--- src/gcs_consts.svh ---
`ifndef GCS_CONSTS_SVH
`define GCS_CONSTS_SVH

`define GCS_GLOBAL_ADDR      7'h77
`define GCS_ADDR_BITS        7
`define GCS_CFG_RESET        16'h0000
`define GCS_CONV_TIME_NS     64'd133333333
`define GCS_CLK_PERIOD_NS    64'd40
`define GCS_CONV_CYCLES      ((`GCS_CONV_TIME_NS + `GCS_CLK_PERIOD_NS - 64'd1) / `GCS_CLK_PERIOD_NS)
`define GCS_CAL_PHASE_CYCLES 32'd16

`endif

--- src/gcs_pkg.sv ---
package gcs_pkg;

    typedef enum logic [6:0] {
        GCS_IDLE  = 7'b0000001,
        GCS_ADDR  = 7'b0000010,
        GCS_AACK  = 7'b0000100,
        GCS_WDATA = 7'b0001000,
        GCS_DACK  = 7'b0010000,
        GCS_SKIP  = 7'b0100000,
        GCS_RDATA = 7'b1000000
    } gcs_bus_state_type;

    typedef struct packed {
        logic       start;
        logic       stop;
        logic       rise;
        logic       fall;
        logic       sda;
    } gcs_line_ev_type;

    typedef struct packed {
        logic [7:0] chan;
        logic [7:0] conf;
    } gcs_cfg_type;

endpackage

--- src/gcs_conv_seq.sv ---
`timescale 1ns/10ps
`include "gcs_consts.svh"

// conversion timer: offset-calibration phase then signal phase, then sleep
module gcs_conv_seq #(
    parameter logic [31:0] CONV_CYCLES = 32'(`GCS_CONV_CYCLES),
    parameter logic [31:0] CAL_CYCLES  = `GCS_CAL_PHASE_CYCLES
) (
    input  wire logic        sys_clk,
    input  wire logic        rst,
    input  wire logic        start_conv,
    output logic             busy,
    output logic             cal_phase,
    output logic             done_pulse
);
    logic [31:0] cnt_r;
    logic        busy_r;
    logic        done_r;

    wire last_cycle = busy_r && (cnt_r == CONV_CYCLES - 32'h1);

    always_ff @(posedge sys_clk) begin
        if (rst) begin
            cnt_r  <= 32'h0;
            busy_r <= 1'b0;
            done_r <= 1'b0;
        end else begin
            done_r <= last_cycle;
            if (start_conv) begin
                busy_r <= 1'b1;
                cnt_r  <= 32'h0;
            end else if (last_cycle) begin
                busy_r <= 1'b0;
            end else if (busy_r) begin
                cnt_r <= cnt_r + 32'h1;
            end
        end
    end

    assign busy       = busy_r;
    assign cal_phase  = busy_r && (cnt_r < CAL_CYCLES);
    assign done_pulse = done_r;
endmodule

--- src/gcs_i2c_sync.sv ---
`timescale 1ns/10ps
`include "gcs_consts.svh"

module gcs_i2c_sync #(
    parameter logic [31:0] CONV_CYCLES = 32'(`GCS_CONV_CYCLES),
    parameter logic [6:0]  OWN_ADDR    = 7'h14
) (
    input  wire logic        sys_clk,
    input  wire logic        rst,
    input  wire logic        scl_in,
    input  wire logic        sda_in,
    output logic             sda_out,
    output logic             sda_oe,
    output logic             conv_start,
    output logic             converting,
    output logic             calibrating,
    output logic             asleep,
    output logic [7:0]       chan_sel,
    output logic [7:0]       conf_sel,
    output logic             own_addr_hit
);
    logic [1:0] scl_s_r, sda_s_r;
    logic       scl_q_r, sda_q_r;
    gcs_pkg::gcs_line_ev_type ev;
    gcs_pkg::gcs_bus_state_type st_r, st_nxt;
    logic [3:0] bit_r;
    logic [7:0] sh_r;
    logic       global_w_r;
    logic       byte_ok_r;
    logic [7:0] byte_r;
    gcs_pkg::gcs_cfg_type cfg_r;
    logic       sda_oe_r, start_r, own_hit_r;
    logic       busy, cal, done;
    logic       sleep_r, cal_r;
    logic       conv_r;

    // two-flop synchronisers on both pins, one more stage for edge detect
    always_ff @(posedge sys_clk) begin
        if (rst) begin
            scl_s_r <= 2'h3;
            sda_s_r <= 2'h3;
            scl_q_r <= 1'b1;
            sda_q_r <= 1'b1;
        end else begin
            scl_s_r <= {scl_s_r[0], scl_in};
            sda_s_r <= {sda_s_r[0], sda_in};
            scl_q_r <= scl_s_r[1];
            sda_q_r <= sda_s_r[1];
        end
    end

    assign ev.sda   = sda_s_r[1];
    assign ev.rise  = scl_s_r[1] && !scl_q_r;
    assign ev.fall  = !scl_s_r[1] && scl_q_r;
    assign ev.start = scl_s_r[1] && scl_q_r && sda_q_r && !sda_s_r[1];
    assign ev.stop  = scl_s_r[1] && scl_q_r && !sda_q_r && sda_s_r[1];

    wire [6:0] rx_addr   = sh_r[7:1];
    wire       rx_rw     = sh_r[0];
    wire       is_global = (rx_addr == `GCS_GLOBAL_ADDR);
    wire       is_own    = (rx_addr == OWN_ADDR);
    // eight bits in; the ninth clock carries the acknowledge
    wire       byte_done = (bit_r == 4'h8);
    // global write selects regardless of strap address
    wire       ack_glob  = is_global && !rx_rw;
    // global read never acknowledged; own address never acknowledged, only flagged when not busy
    wire       ack_own   = is_own && !busy;
    wire       ack_addr  = ack_glob;

    // byte-level parser; start and stop override every state
    always_comb begin
        st_nxt = st_r;
        case (st_r)
            gcs_pkg::GCS_IDLE:  st_nxt = st_r;
            gcs_pkg::GCS_ADDR:  if (ev.fall && byte_done) begin
                st_nxt = ack_addr ? gcs_pkg::GCS_AACK : gcs_pkg::GCS_SKIP;
            end
            gcs_pkg::GCS_AACK:  if (ev.fall) begin
                st_nxt = gcs_pkg::GCS_WDATA;
            end
            gcs_pkg::GCS_WDATA: if (ev.fall && byte_done) begin
                st_nxt = gcs_pkg::GCS_DACK;
            end
            gcs_pkg::GCS_DACK:  if (ev.fall) begin
                st_nxt = gcs_pkg::GCS_SKIP;
            end
            gcs_pkg::GCS_SKIP:  st_nxt = st_r;
            gcs_pkg::GCS_RDATA: st_nxt = gcs_pkg::GCS_SKIP;
            default:            st_nxt = gcs_pkg::GCS_IDLE;
        endcase
        if (ev.start) begin
            st_nxt = gcs_pkg::GCS_ADDR;
        end else if (ev.stop) begin
            st_nxt = gcs_pkg::GCS_IDLE;
        end
    end

    always_ff @(posedge sys_clk) begin
        if (rst) begin
            st_r <= gcs_pkg::GCS_IDLE;
        end else begin
            st_r <= st_nxt;
        end
    end

    // bit counter restarts on every start and every state change
    wire shifting = (st_r == gcs_pkg::GCS_ADDR) || (st_r == gcs_pkg::GCS_WDATA);

    always_ff @(posedge sys_clk) begin
        if (rst) begin
            bit_r <= 4'h0;
            sh_r  <= 8'h00;
        end else if (ev.start || (st_nxt != st_r)) begin
            bit_r <= 4'h0;
        end else if (shifting && ev.rise && !byte_done) begin
            sh_r  <= {sh_r[6:0], ev.sda};
            bit_r <= bit_r + 4'h1;
        end
    end

    // acknowledge and byte capture
    always_ff @(posedge sys_clk) begin
        if (rst) begin
            global_w_r <= 1'b0;
            byte_ok_r  <= 1'b0;
            byte_r     <= 8'h00;
            own_hit_r  <= 1'b0;
        end else begin
            if (ev.start) begin
                global_w_r <= 1'b0;
                byte_ok_r  <= 1'b0;
                own_hit_r  <= 1'b0;
            end else if (ev.stop) begin
                // a later stray stop must not restart conversion again
                global_w_r <= 1'b0;
                byte_ok_r  <= 1'b0;
            end else if (st_r == gcs_pkg::GCS_ADDR && ev.fall && byte_done) begin
                global_w_r <= ack_glob;
                own_hit_r  <= ack_own;
            end else if (st_r == gcs_pkg::GCS_WDATA && ev.fall && byte_done) begin
                byte_ok_r <= 1'b1;
                byte_r    <= sh_r;
            end
        end
    end

    // only the acknowledge bit drives the line; reads get no data
    always_ff @(posedge sys_clk) begin
        if (rst) begin
            sda_oe_r <= 1'b0;
        end else if (ev.stop || ev.start) begin
            sda_oe_r <= 1'b0;
        end else if (ev.fall) begin
            sda_oe_r <= (st_nxt == gcs_pkg::GCS_AACK) || (st_nxt == gcs_pkg::GCS_DACK);
        end
    end

    // stop ends a global write: load byte if any, start conversion
    wire sync_stop = ev.stop && global_w_r;
    always_ff @(posedge sys_clk) begin
        if (rst) begin
            cfg_r   <= gcs_pkg::gcs_cfg_type'(`GCS_CFG_RESET);
            start_r <= 1'b0;
        end else begin
            start_r <= sync_stop;
            if (sync_stop && byte_ok_r) begin
                // same channel encoding as an addressed write
                cfg_r.chan <= byte_r;
            end
            // bare stop leaves cfg_r untouched
        end
    end

    // timer opens every conversion with the offset-calibration phase
    gcs_conv_seq #(
        .CONV_CYCLES (CONV_CYCLES)
    ) u_conv (
        .sys_clk     (sys_clk),
        .rst         (rst),
        .start_conv  (start_r),
        .busy        (busy),
        .cal_phase   (cal),
        .done_pulse  (done)
    );

    // sleep once conversion ends until the next request
    always_ff @(posedge sys_clk) begin
        if (rst) begin
            sleep_r <= 1'b1;
            conv_r  <= 1'b0;
            cal_r   <= 1'b0;
        end else begin
            cal_r <= cal;
            if (start_r) begin
                sleep_r <= 1'b0;
                conv_r  <= 1'b1;
            end else if (done) begin
                sleep_r <= 1'b1;
                conv_r  <= 1'b0;
            end
        end
    end

    // open drain: the line is only ever pulled low
    assign sda_out      = 1'b0;
    assign sda_oe       = sda_oe_r;
    assign conv_start   = start_r;
    assign converting   = conv_r;
    assign calibrating  = cal_r;
    assign asleep       = sleep_r;
    assign chan_sel     = cfg_r.chan;
    assign conf_sel     = cfg_r.conf;
    assign own_addr_hit = own_hit_r;
endmodule

--- config.mk ---
export PLATFORM = sky130hd
export DESIGN_NAME = gcs_i2c_sync
export DESIGN_NICKNAME = d
export VERILOG_FILES = /design/src/gcs_pkg.sv /design/src/gcs_conv_seq.sv /design/src/gcs_i2c_sync.sv
export VERILOG_INCLUDE_DIRS = /design/src /design/src/src
export SDC_FILE = /design/constraint.sdc
export NUM_CORES = 1
export LEC_CHECK = 0
export ABC_AREA = 0
export BUFFER_PORTS_ARGS = -buffer_cell sky130_fd_sc_hd__buf_2
export CAP_MARGIN = 20
export CORE_MARGIN = 8
export CORE_UTILIZATION = 45
export DETAILED_ROUTE_END_ITERATION = 7
export GPL_TIMING_DRIVEN = 0
export PLACE_DENSITY = 0.65
export SYNTH_ARGS = -nofsm -noshare
export SYNTH_HDL_FRONTEND = slang
export SYNTH_HIERARCHICAL = 1
export SYNTH_SLANG_ARGS = --single-unit
--- constraint.sdc ---
create_clock -name sys_clk -period 2 [get_ports sys_clk]
set_input_delay 0.3 -clock sys_clk [delete_from_list [all_inputs] [get_ports sys_clk]]
set_output_delay 0.3 -clock sys_clk [all_outputs]
set_load 0.05 [all_outputs]
# After elaboration in Yosys (flattened, before gate mapping)
# Index checks and enable logic that the tools add are counted.
dict set report classes {
  magnitude_cmp 1
  n_eq_ne 14
  div_mod_pow 0
  n_addsub 2
  mul 0
  bitwise_logic 5
  reduce_logical 44
  shifts 0
  n_mux 14
}
# cell n
set op_table {}
lappend op_table {{$mux W7} 6}
lappend op_table {{$pmux W7 S6} 1}
lappend op_table {{$add A32 B1 Y32 const B} 1}
lappend op_table {{$eq A32 B22 Y1 const B} 1}
lappend op_table {{$lt A32 B5 Y1 const B} 1}
lappend op_table {{$eq A7 B5 Y1 const B} 3}
lappend op_table {{$logic_and A1 B1 Y1} 20}
lappend op_table {{$eq A7 B3 Y1 const B} 2}
lappend op_table {{$eq A7 B7 Y1 const B} 2}
lappend op_table {{$reduce_or A2 Y1} 5}
lappend op_table {{$reduce_and A2 Y1} 4}
lappend op_table {{$eq A7 B1 Y1 const B} 1}
lappend op_table {{$eq A7 B2 Y1 const B} 1}
lappend op_table {{$eq A7 B4 Y1 const B} 1}
lappend op_table {{$eq A7 B6 Y1 const B} 1}
lappend op_table {{$logic_not A1 Y1} 7}
lappend op_table {{$ne A7 B7 Y1} 1}
lappend op_table {{$mux W1} 6}
lappend op_table {{$mux W6} 1}
lappend op_table {{$not A1 Y1} 5}
lappend op_table {{$add A4 B1 Y4 const B} 1}
lappend op_table {{$eq A4 B4 Y1 const B} 1}
lappend op_table {{$logic_or A1 B1 Y1} 4}
lappend op_table {{$reduce_and A4 Y1} 1}
lappend op_table {{other kinds (2)} 3}
dict set report word_totals {
  ram_bits 0
  register_bits 83
  n_memories 0
  mem_bits_ro 0
  output_inout_bits 23
  latchBits 0
}

# Depth between registers and ports, before layout
# Gate-level depths: netlist of the first run.
dict set report depth {
  word_depth 11
  ltp_mapped 8
}

# Hierarchy
# Netlist of the first run, hierarchy kept.
# module area_each_um2 cells_each instances
set modules_own_cells {}
lappend modules_own_cells {gcs_i2c_sync 2449.8 269 1}
lappend modules_own_cells {gcs_conv_seq 1870.5 226 1}

# Least setup slack after synthesis of the first run
# Ideal clock, no wire load.
dict set report synth_path {
  path_kind {register to register}
  from {register st_r[0]}
  to {register bit_r[0]}
  setup_slack_ns 0.070
  required_time_ns 1.885
  t_arrival_ns 1.815
  stages_incl_launch_ff 7
  path_cell_list {dfxtp_1 > buf_6 > or4_4 > nor3_4 > o31ai_2 > or3b_1 > and3_1}
}
dict set report synth_between {
  elab_chain_len 8
}
# item line
set synth_rtl {}
lappend synth_rtl {{start: declaration} gcs_i2c_sync.sv:25} ;# gcs_pkg::gcs_bus_state_type st_r, st_nxt;
lappend synth_rtl {{start signal: assignment} gcs_i2c_sync.sv:100} ;# st_r <= gcs_pkg::GCS_IDLE;
lappend synth_rtl {{start signal: assignment} gcs_i2c_sync.sv:102} ;# st_r <= st_nxt;
lappend synth_rtl {{$eq A7 B6 Y1 or $eq A7 B1 Y1 (tied branches)} gcs_i2c_sync.sv:73} ;# case (st_r)
lappend synth_rtl {{$reduce_or A2 Y1 (no source line)} n/a}
lappend synth_rtl {{$pmux W7 S6} gcs_i2c_sync.sv:73}
lappend synth_rtl {{$mux W7} gcs_i2c_sync.sv:93} ;# end else if (ev.stop) begin
lappend synth_rtl {{$mux W7} gcs_i2c_sync.sv:91} ;# if (ev.start) begin
lappend synth_rtl {{$ne A7 B7 Y1} gcs_i2c_sync.sv:113} ;# end else if (ev.start || (st_nxt != st_r)) begin
lappend synth_rtl {{$logic_or A1 B1 Y1} gcs_i2c_sync.sv:113}
lappend synth_rtl {{$reduce_or A2 Y1 (no source line)} n/a}
lappend synth_rtl {{end signal: assignment} gcs_i2c_sync.sv:117} ;# bit_r <= bit_r + 4'h1;
lappend synth_rtl {{end: declaration} gcs_i2c_sync.sv:26} ;# logic [3:0] bit_r;
# Several ways; a longest one is shown, not always the timed one.
# A chain may end at the register's enable or synchronous reset.

# Worst setup path in the final report of the first run
dict set report layout_path {
  from {register st_r[0]}
  to {register bit_r[3]}
}
# Same word-level chain as after synthesis.

==> impl_metrics.json, run 1 <==
{
  "drv_slew": 0,
  "start_kind": "flip-flop",
  "synth_edf_count": 0,
  "synthArstFlopShare": 0,
  "ant_nets": 0,
  "seqPwrFrac": 0.516,
  "p_switching_uw": 874,
  "final_common_cell": "dfxtp_1",
  "tightestPinTransition_ns": 0.627,
  "synth_area_mm2": 0.00432,
  "viasPerCell": 5.76,
  "met3_wirelength_um": 631,
  "ctsHoldBuffers": 0,
  "worstSetupPathType": "reg -> reg",
  "antenna_found_initial": 0,
  "min_from": "sda_in",
  "clk_latency_ns": 0.36,
  "initial_core_util": 0.465,
  "multi_input_area_mm2": 0.00252,
  "wl_per_cell_um": 16.1,
  "cts_max_path_buffers": 2,
  "cts-root-buf": "clkbuf_8",
  "ios": 27,
  "p_int_mw": 2.37,
  "syn_area_per_cell_um2": 8.73,
  "relSlewSlack": 0.582,
  "cp.arrival_ns": 2.27,
  "ys_seq_area_frac": 0.385,
  "fill_cells": 877,
  "area_delta_synth_final_pct": 17.4,
  "place_area_mm2": 0.00460,
  "synth_top_area_frac": 0.385,
  "core_area_mm2": 0.00928,
  "met2WireLength_um": 4980,
  "gp_routability_congestion": 0.918,
  "remaining_drc_errors": 0,
  "synth_ff_type": "dfxtp_1",
  "final_cell_mix": "dfxtp_1, nor2_1, nand3_1, a21oi_1",
  "drive_above_1_share": 0.229,
  "first_pass_iters": 6,
  "seq_area_mm2": 0.00168,
  "io_buffers": 17,
  "syn_inst": 495,
  "cts_tree": "built",
  "utilization": 0.546,
  "clock_power_share": 0.408,
  "end_kind": "flip-flop",
  "clkTransAtPathRegs_ns": 0.10,
  "p_per_area_mw_per_mm2": 639,
  "ir_drop_mv": 0.361,
  "grt_use_total": 0.167,
  "status": "finished, violations left",
  "met1_length_um": 5200,
  "hold_viol": 0,
  "synth_area_leader_cell": "dfxtp_1",
  "drt-initial-drc-count": 235,
  "p_sw_frac": 0.270,
  "setup_violations": 1,
  "via_count": 3918,
  "setup_slack_ns": -0.00431,
  "required_ns": 2.26,
  "die_w_um": 114,
  "antennaDiodeCount": 0,
  "min_period_over_period": 1.00,
  "htreeDepth": 3,
  "rows": 35,
  "p_leak_nw": 1.91,
  "ys_ff_latch": 83,
  "grt_pass1_wl_um": 17700,
  "yosys_warnings": 6,
  "die_h_um": 114,
  "wl_um": 11000,
  "cts_buffers": 9,
  "p_comb_frac": 0.075,
  "grt_start_max_net_pins": 18,
  "rsz0062_at_grt": "yes",
  "worstReg2RegStart": "st_r[0]$_SDFF_PP1_",
  "nets": 554,
  "top_layer": "met4",
  "violations": "setup timing",
  "startpoint": "st_r[0]$_SDFF_PP1_",
  "drv_cap": 0,
  "die_area_mm2": 0.0130,
  "fin_area_mm2": 0.00507,
  "clock-sinks": 83,
  "synth_area_leaders": "dfxtp_1, mux2i_1, nand3_1, nor2_1, a21oi_1",
  "fin_crit_ns": 2.00,
  "fin_worst_skew_ns": 0.0125,
  "max_freq_ghz": 0.499,
  "yosysUniqueCellTypes": 65,
  "dp_hpwl_um": 7370,
  "worstHoldPathType": "in -> reg",
  "gr-total-overflow": 0,
  "critPathMaxFanout": 6,
  "grt_pass1_vias": 3574
}
-- final cells by class --
type,count,share of cell area
timing repair buffer,33,0.0407
clock buffer,9,0.0244
clock inverter,7,0.0178
sequential,83,0.330
multi-input combinational,364,0.497
tap,129,0.0318
inverter,16,0.0118
buffer,39,0.0461
-- worst paths after layout --
check / cells after the start / slack, ns / endpoint
hold / removal: 2 / 0.12 / sda_s_r[0]$_SDFF_PP1_
setup reg to reg: 5 / -0.004 / bit_r[3]$_SDFFE_PP0P_
hold reg to reg: 1 / 0.42 / sda_s_r[1]$_SDFF_PP1_
setup / recovery: 5 / -0.004 / bit_r[3]$_SDFFE_PP0P_
-- cell families after synthesis --
family	count (synthesis)	share of synthesized area
mux	20	0.0466
other cells	1	0.000868
xor+xnor	14	0.0284
buf+inv	57	0.0655
fa+ha+maj	4	0.0116
simple gates	231	0.322
flops	83	0.385
compound gates	85	0.140
-- sequential cells by signal, summed over array words and instances (netlist names) --
register           count
conv_start             1
byte_r                 8
bit_r                  4
u_conv/busy            1
st_r                   7
chan_sel               8
global_w_r             1
u_conv/cnt_r          32
own_addr_hit           1
byte_ok_r              1
scl_q_r                1
converting             1
calibrating            1
scl_s_r                2
sda_s_r                2
sda_oe                 1
u_conv/done_pulse      1
asleep                 1
sda_q_r                1
sh_r                   8
-- metal layers --
metal  GRT usage  vias up
met5           0        -
met4      0.0612        0
met1       0.231     1862
met3      0.0354       17
met2       0.248      121
li1            -     1918
-- power by group through the flow --
stage,clock (mW),combinational (mW),sequential [mW]
after global routing,1.42,0.259,1.68
after CTS,1.35,0.225,1.67
final,1.32,0.244,1.67
after global placement,0,0.201,1.71
after floorplan,0,0.164,1.70
after detailed placement,0,0.202,1.71
-- metrics by stage --
| stage | total power [mW] | instances | TNS [ns] | setup WS [ns] | hold slack (ns) |
|---|---|---|---|---|---|
| floorplan | 1.87 | 504 | 0 | 0.0696 | 0.369 |
| global placement | 1.91 | 650 | -0.732 | -0.185 | 0.395 |
| CTS | 3.24 | 671 | -0.183 | -0.0429 | 0.105 |
| finish | 3.24 | 680 | -0.00431 | -0.00431 | 0.118 |
| global route | 3.36 | 680 | -0.280 | -0.0828 | 0.118 |
| detailed placement | 1.91 | 650 | -0.742 | -0.188 | 0.398 |
-- cell usage after synthesis (all sizes together) (5+ instances only) --
master,number
a211oi,6
a21oi,29
and3,13
and4,11
buf,27
clkbuf,14
dfxtp,83
inv,16
mux2i,19
nand2,29
nand2b,5
nand3,32
nand3b,6
nand4,19
nor2,40
nor3,8
nor4,12
o211ai,5
o21ai,9
o31ai,14
or2,10
or3,10
or4,19
xnor2,6
xor2,8
-- critical path: stages (launching register included) --
cell	delay (ns)
dfxtp_4	0.39
or4_4	0.58
nor3_4	0.26
o31ai_4	0.11
or3b_4	0.40
and3_1	0.16
-- what timing repair did --
action                                  4_1_cts  5_1_grt
pin swaps                                     5       16
cloned                                        0        0
hold endpoints to repair                      0        0
resized for setup                            16       33
setup buffers                                 5       11
endpoints found under the setup margin       15       33
No activity file was read; power rests on OpenSTA's default activity.
==> run 2: changes to the inputs <==
Settings changed: ABC_AREA 0 to 1.
==> run 2 against run 1 <==
Effect of this change:
- the flow now finishes without violations
- synthesized cell count increased by 46%
- via count grew 15%
- critical path depth decreased by 1
- first-iteration DRC count increased by 15%
- global-route usage increased by 0.56 points
- final cell count rose by 33%
- sequential cell count unchanged
- register-to-register slack better by 0.14 ns
- wire length up 8.5%
- fmax increased by 7.5%
- clock-buffer cell count increased by 2
- critical path type unchanged
- critical endpoint is now u_conv/cnt_r[8]$_SDFFE_PP0P_
- largest power group unchanged
- highest routed layer unchanged
==> impl_metrics.json, run 2 <==
{
  "utilization": 0.507,
  "largest_reg_flops": 32,
  "critPathMaxFanout": 10,
  "met1_length_um": 5920,
  "ys_ff_latch": 83,
  "grt_pass1_wl_um": 19700,
  "tightestPinTransition_ns": 0.724,
  "grt_start_max_net_pins": 15,
  "drv_cap": 0,
  "ys_seq_area_frac": 0.357,
  "met2WireLength_um": 5120,
  "synthArstFlopShare": 0,
  "p_leak_nw": 2.03,
  "worstHoldPathType": "in -> reg",
  "synth_area_leader_cell": "dfxtp_1",
  "cp.arrival_ns": 2.15,
  "dp_hpwl_um": 9390,
  "synth_ff_type": "dfxtp_1",
  "seq_area_mm2": 0.00166,
  "largest_register": "u_conv/cnt_r",
  "synth_edf_count": 0,
  "dp.cells": 886,
  "cts_max_path_buffers": 2,
  "multi_input_area_mm2": 0.00255,
  "hold_viol": 0,
  "final_common_cell": "nand2_1",
  "grt_pass1_vias": 4033,
  "clkTransAtPathRegs_ns": 0.09,
  "first_pass_iters": 5,
  "yosys_warnings": 6,
  "start_kind": "flip-flop",
  "antennaDiodeCount": 0,
  "fin_worst_skew_ns": 0.0117,
  "die_area_mm2": 0.0139,
  "cts-root-buf": "clkbuf_8",
  "max_freq_ghz": 0.536,
  "clk_latency_ns": 0.36,
  "fill_cells": 1068,
  "top_layer": "met4",
  "synth_top_area_frac": 0.357,
  "cts_tree": "built",
  "drt-initial-drc-count": 270,
  "htreeDepth": 3,
  "antenna_found_initial": 0,
  "core_area_mm2": 0.0102,
  "gr-total-overflow": 0,
  "final_cell_mix": "nand2_1, nor2_1, dfxtp_1",
  "wl_um": 11900,
  "p_per_area_mw_per_mm2": 596,
  "status": "complete, no violations",
  "fin_crit_ns": 1.86,
  "die_h_um": 118,
  "startpoint": "conv_start$_SDFF_PP0_",
  "synth_area_leaders": "dfxtp_1, nand2_1, nor2_1, inv_1, a21oi_1",
  "yosysUniqueCellTypes": 40,
  "final_cells": 902,
  "setup_violations": 0,
  "io_buffers": 17,
  "pre_cts_ws_ns": 0.0494,
  "ctsHoldBuffers": 0,
  "post-synth-top-count-cell": "nand2_1",
  "worstSetupPathType": "reg -> reg",
  "setup_slack_ns": 0.136,
  "relSlewSlack": 0.516,
  "worstReg2RegStart": "conv_start$_SDFF_PP0_",
  "nets": 769,
  "clock-sinks": 83,
  "via_count": 4514,
  "end_kind": "flip-flop",
  "viasPerCell": 5.00,
  "syn_area_per_cell_um2": 6.44,
  "ant_nets": 0,
  "cts_buffers": 9,
  "area_delta_synth_final_pct": 10.9,
  "initial_core_util": 0.457,
  "rows": 37,
  "grt_use_total": 0.173,
  "syn_inst": 724,
  "die_w_um": 118,
  "ir_drop_mv": 0.529,
  "met3_wirelength_um": 642,
  "min_from": "sda_in",
  "drv_slew": 0,
  "synth_area_mm2": 0.00466,
  "drive_above_1_share": 0.132,
  "ios": 27,
  "ys_top_cells_by_count": "nand2_1, nor2_1, dfxtp_1",
  "required_ns": 2.28,
  "wl_per_cell_um": 13.2,
  "min_period_over_period": 0.932,
  "remaining_drc_errors": 0,
  "gp_routability_congestion": 0.933
}
[run 2: worst paths after layout]
path,endpoint,slack (ns),cells after the start
worst max-delay path,u_conv/cnt_r[8]$_SDFFE_PP0P_,0.14,4
worst min-delay path,sda_s_r[0]$_SDFF_PP1_,0.11,2
worst max register to register,u_conv/cnt_r[8]$_SDFFE_PP0P_,0.14,4
worst min register to register,sda_s_r[1]$_SDFF_PP1_,0.42,1
[run 2: routing by layer]
metal | global-route usage | up-vias
met1 | 0.242 | 2067
li1 | - | 2332
met4 | 0.0737 | 0
met5 | 0 | -
met2 | 0.255 | 99
met3 | 0.0288 | 16
[run 2: layout make-up]
type,instances,share of cell area
sequential,83,0.322
clock inverter,5,0.0119
timing repair buffer,17,0.0165
buffer,29,0.0383
clock buffer,11,0.0274
inverter,79,0.0581
multi-input combinational,542,0.493
tap,136,0.0329
[run 2: critical path, stage by stage (launching register included)]
cell      delay (ns)
dfxtp_1         0.34
nor2_1          0.58
inv_1           0.31
clkbuf_1        0.35
a21oi_1         0.21
[run 2: what timing repair did]
| action | 4_1_cts | 5_1_grt |
|---|---|---|
| resized for setup | 0 | 4 |
| endpoints found under the setup margin | 0 | 17 |
| setup buffers | 0 | 0 |
[run 2: logic make-up after synthesis]
kind of cell | Yosys count | synth area share
fa+ha+maj | 4 | 0.0107
simple gates | 433 | 0.404
buf+inv | 108 | 0.107
other cells | 1 | 0.000805
flops | 83 | 0.357
xor+xnor | 18 | 0.0338
compound gates | 77 | 0.0870
[run 2: stage by stage]
step	cell area [um^2]	setup TNS [ns]	hold WS, ns	total power, mW
after floorplan	4690	0	0.372	1.84
after global placement	4950	0	0.394	1.87
after detailed placement	4950	0	0.397	1.87
after CTS	5150	0	0.0921	3.12
after global routing	5170	-0.0178	0.105	3.19
final	5170	0	0.109	3.08
[run 2: power breakdown]
part,switching [mW],internal [mW]
Clock,0.633,0.616
Combinational,0.118,0.0449
Sequential,0.00723,1.66
==> run 3: changes to the inputs <==
Settings changed: CELL_PAD_IN_SITES_DETAIL_PLACEMENT from default to 2, CELL_PAD_IN_SITES_GLOBAL_PLACEMENT from default to 2, CORE_UTILIZATION 45 to 30, PLACE_DENSITY 0.65 to 0.76.
==> run 3 against run 2 <==
Effect of this change:
- register-to-register slack got worse by 0.03 ns
- utilization down 15 points
- die area rose by 43%
- non-clock buffer count up 3
- clock power increased by 46%
- final cell count increased by 6.0%
- setup slack worse by 0.027 ns
- worst hold slack better by 0.030 ns
- critical path type unchanged
- largest cell class unchanged
==> impl_metrics.json, run 3 (same netlist as run 2, synthesis figures left out) <==
{
  "clkTransAtPathRegs_ns": 0.07,
  "max_freq_ghz": 0.529,
  "relSlewSlack": 0.588,
  "drt-initial-drc-count": 225,
  "critPathMaxFanout": 4,
  "grt_pass1_vias": 5104,
  "drive_above_1_share": 0.161,
  "final_cell_mix": "nand2_1, nor2_1, dfxtp_1",
  "setup_violations": 0,
  "first_pass_iters": 4,
  "grt_pass1_wl_um": 26600,
  "cts_tree": "built",
  "p_total_mw": 3.67,
  "setup_slack_ns": 0.109,
  "grt_use_total": 0.170,
  "rows": 45,
  "antenna_found_initial": 0,
  "status": "complete, no violations",
  "area_delta_synth_final_pct": 16.8,
  "pre_cts_ws_ns": -0.0359,
  "fin_worst_skew_ns": 0.00736,
  "end_kind": "flip-flop",
  "htreeDepth": 3,
  "die_w_um": 141,
  "cts-root-buf": "clkbuf_16",
  "ant_nets": 0,
  "utilization": 0.358,
  "clock-sinks": 83,
  "clk_latency_ns": 0.35,
  "largest_reg_flops": 32,
  "initial_core_util": 0.307,
  "ir_drop_mv": 0.415,
  "min_period_over_period": 0.946,
  "grt_start_max_net_pins": 14,
  "tightestPinTransition_ns": 0.619,
  "fin_crit_ns": 1.89,
  "worstSetupPathType": "reg -> reg",
  "die_area_mm2": 0.0198,
  "p_per_area_mw_per_mm2": 675,
  "gp_routability_congestion": 0.874,
  "drv_cap": 0,
  "wl_um": 16400,
  "viasPerCell": 4.95,
  "setup_tns_ns": 0,
  "hold_viol": 0,
  "wl_per_cell_um": 17.1,
  "reg2reg_slack_ns": 0.11,
  "remaining_drc_errors": 0,
  "cts_max_path_buffers": 2,
  "io_buffers": 17,
  "nets": 772,
  "cp.arrival_ns": 2.18,
  "core_area_mm2": 0.0152,
  "final_common_cell": "nand2_1",
  "worstHoldPathType": "in -> reg",
  "p_leak_nw": 2.11,
  "required_ns": 2.28,
  "start_kind": "flip-flop",
  "antennaDiodeCount": 0,
  "die_h_um": 141,
  "dp_hpwl_um": 12800,
  "via_count": 4734,
  "cts_buffers": 9,
  "ios": 27,
  "drv_slew": 0,
  "largest_register": "u_conv/cnt_r",
  "gr-total-overflow": 0
}
-- run 3: cell types whose count changed in the layout (fill, tap and decap cells not counted), sizes merged --
cell and delta:
clkinv +2, inv -1, clkbuf -1, buf +3, clkinvlp -2, bufinv +1
-- run 3: metrics by stage --
step           hold slack (ns)  cells  instance area, um^2
2_1_floorplan            0.372    733                 4690
3_3_place_gp             0.402    938                 5010
3_5_place_dp             0.409    938                 5010
4_1_cts                  0.125    953                 5340
5_1_grt                  0.129    956                 5440
6_report                 0.138    956                 5440
-- run 3: final timing paths --
path                         startpoint               endpoint  cells after the start
setup reg to reg  bit_r[1]$_SDFFE_PP0P_  bit_r[0]$_SDFFE_PP0P_                     13
setup / recovery  bit_r[1]$_SDFFE_PP0P_  bit_r[0]$_SDFFE_PP0P_                     13
hold reg to reg   sda_s_r[0]$_SDFF_PP1_  sda_s_r[1]$_SDFF_PP1_                      1
hold / removal                   scl_in  scl_s_r[0]$_SDFF_PP1_                      2
-- run 3: routing by layer --
layer,global-route usage,wire [um]
met4,0.0509,282
met3,0.0321,499
met2,0.291,7880
met5,0,0
met1,0.213,7710
-- run 3: worst max-delay path, cell delays in order, from the launching register on --
cell and delay (ns):
dfxtp_2 0.33, inv_2 0.08, ha_4 0.15, nand3_2 0.09
nor2_4 0.14, buf_4 0.12, nor2_1 0.04, o22ai_1 0.12
nand3_1 0.15, nand2_1 0.09, inv_1 0.05, nor2_2 0.15
nand4_4 0.18, nor2_2 0.14
-- run 3: cell type report --
class	instances	area, um^2
flip-flops and latches	83	1660
clock inverters	5	77.6
well taps	188	235
plain buffers	29	198
repair buffers	20	108
inverters	79	300
multi-input cells	542	2620
clock buffers	10	239
fillers	1864	9760
-- run 3: where the power goes --
part           total (mW)  internal (mW)  switching (mW)
clock                1.83           1.12           0.708
combinational       0.179         0.0483           0.130
sequential           1.67           1.66         0.00810
total                3.67           2.83           0.847
-- run 3: what timing repair did --
action,4_1_cts,5_1_grt
pin swaps,1,8
gates resized for setup,2,25
hold buffers,0,0
setup buffers,0,3
endpoints found under the setup margin,4,17
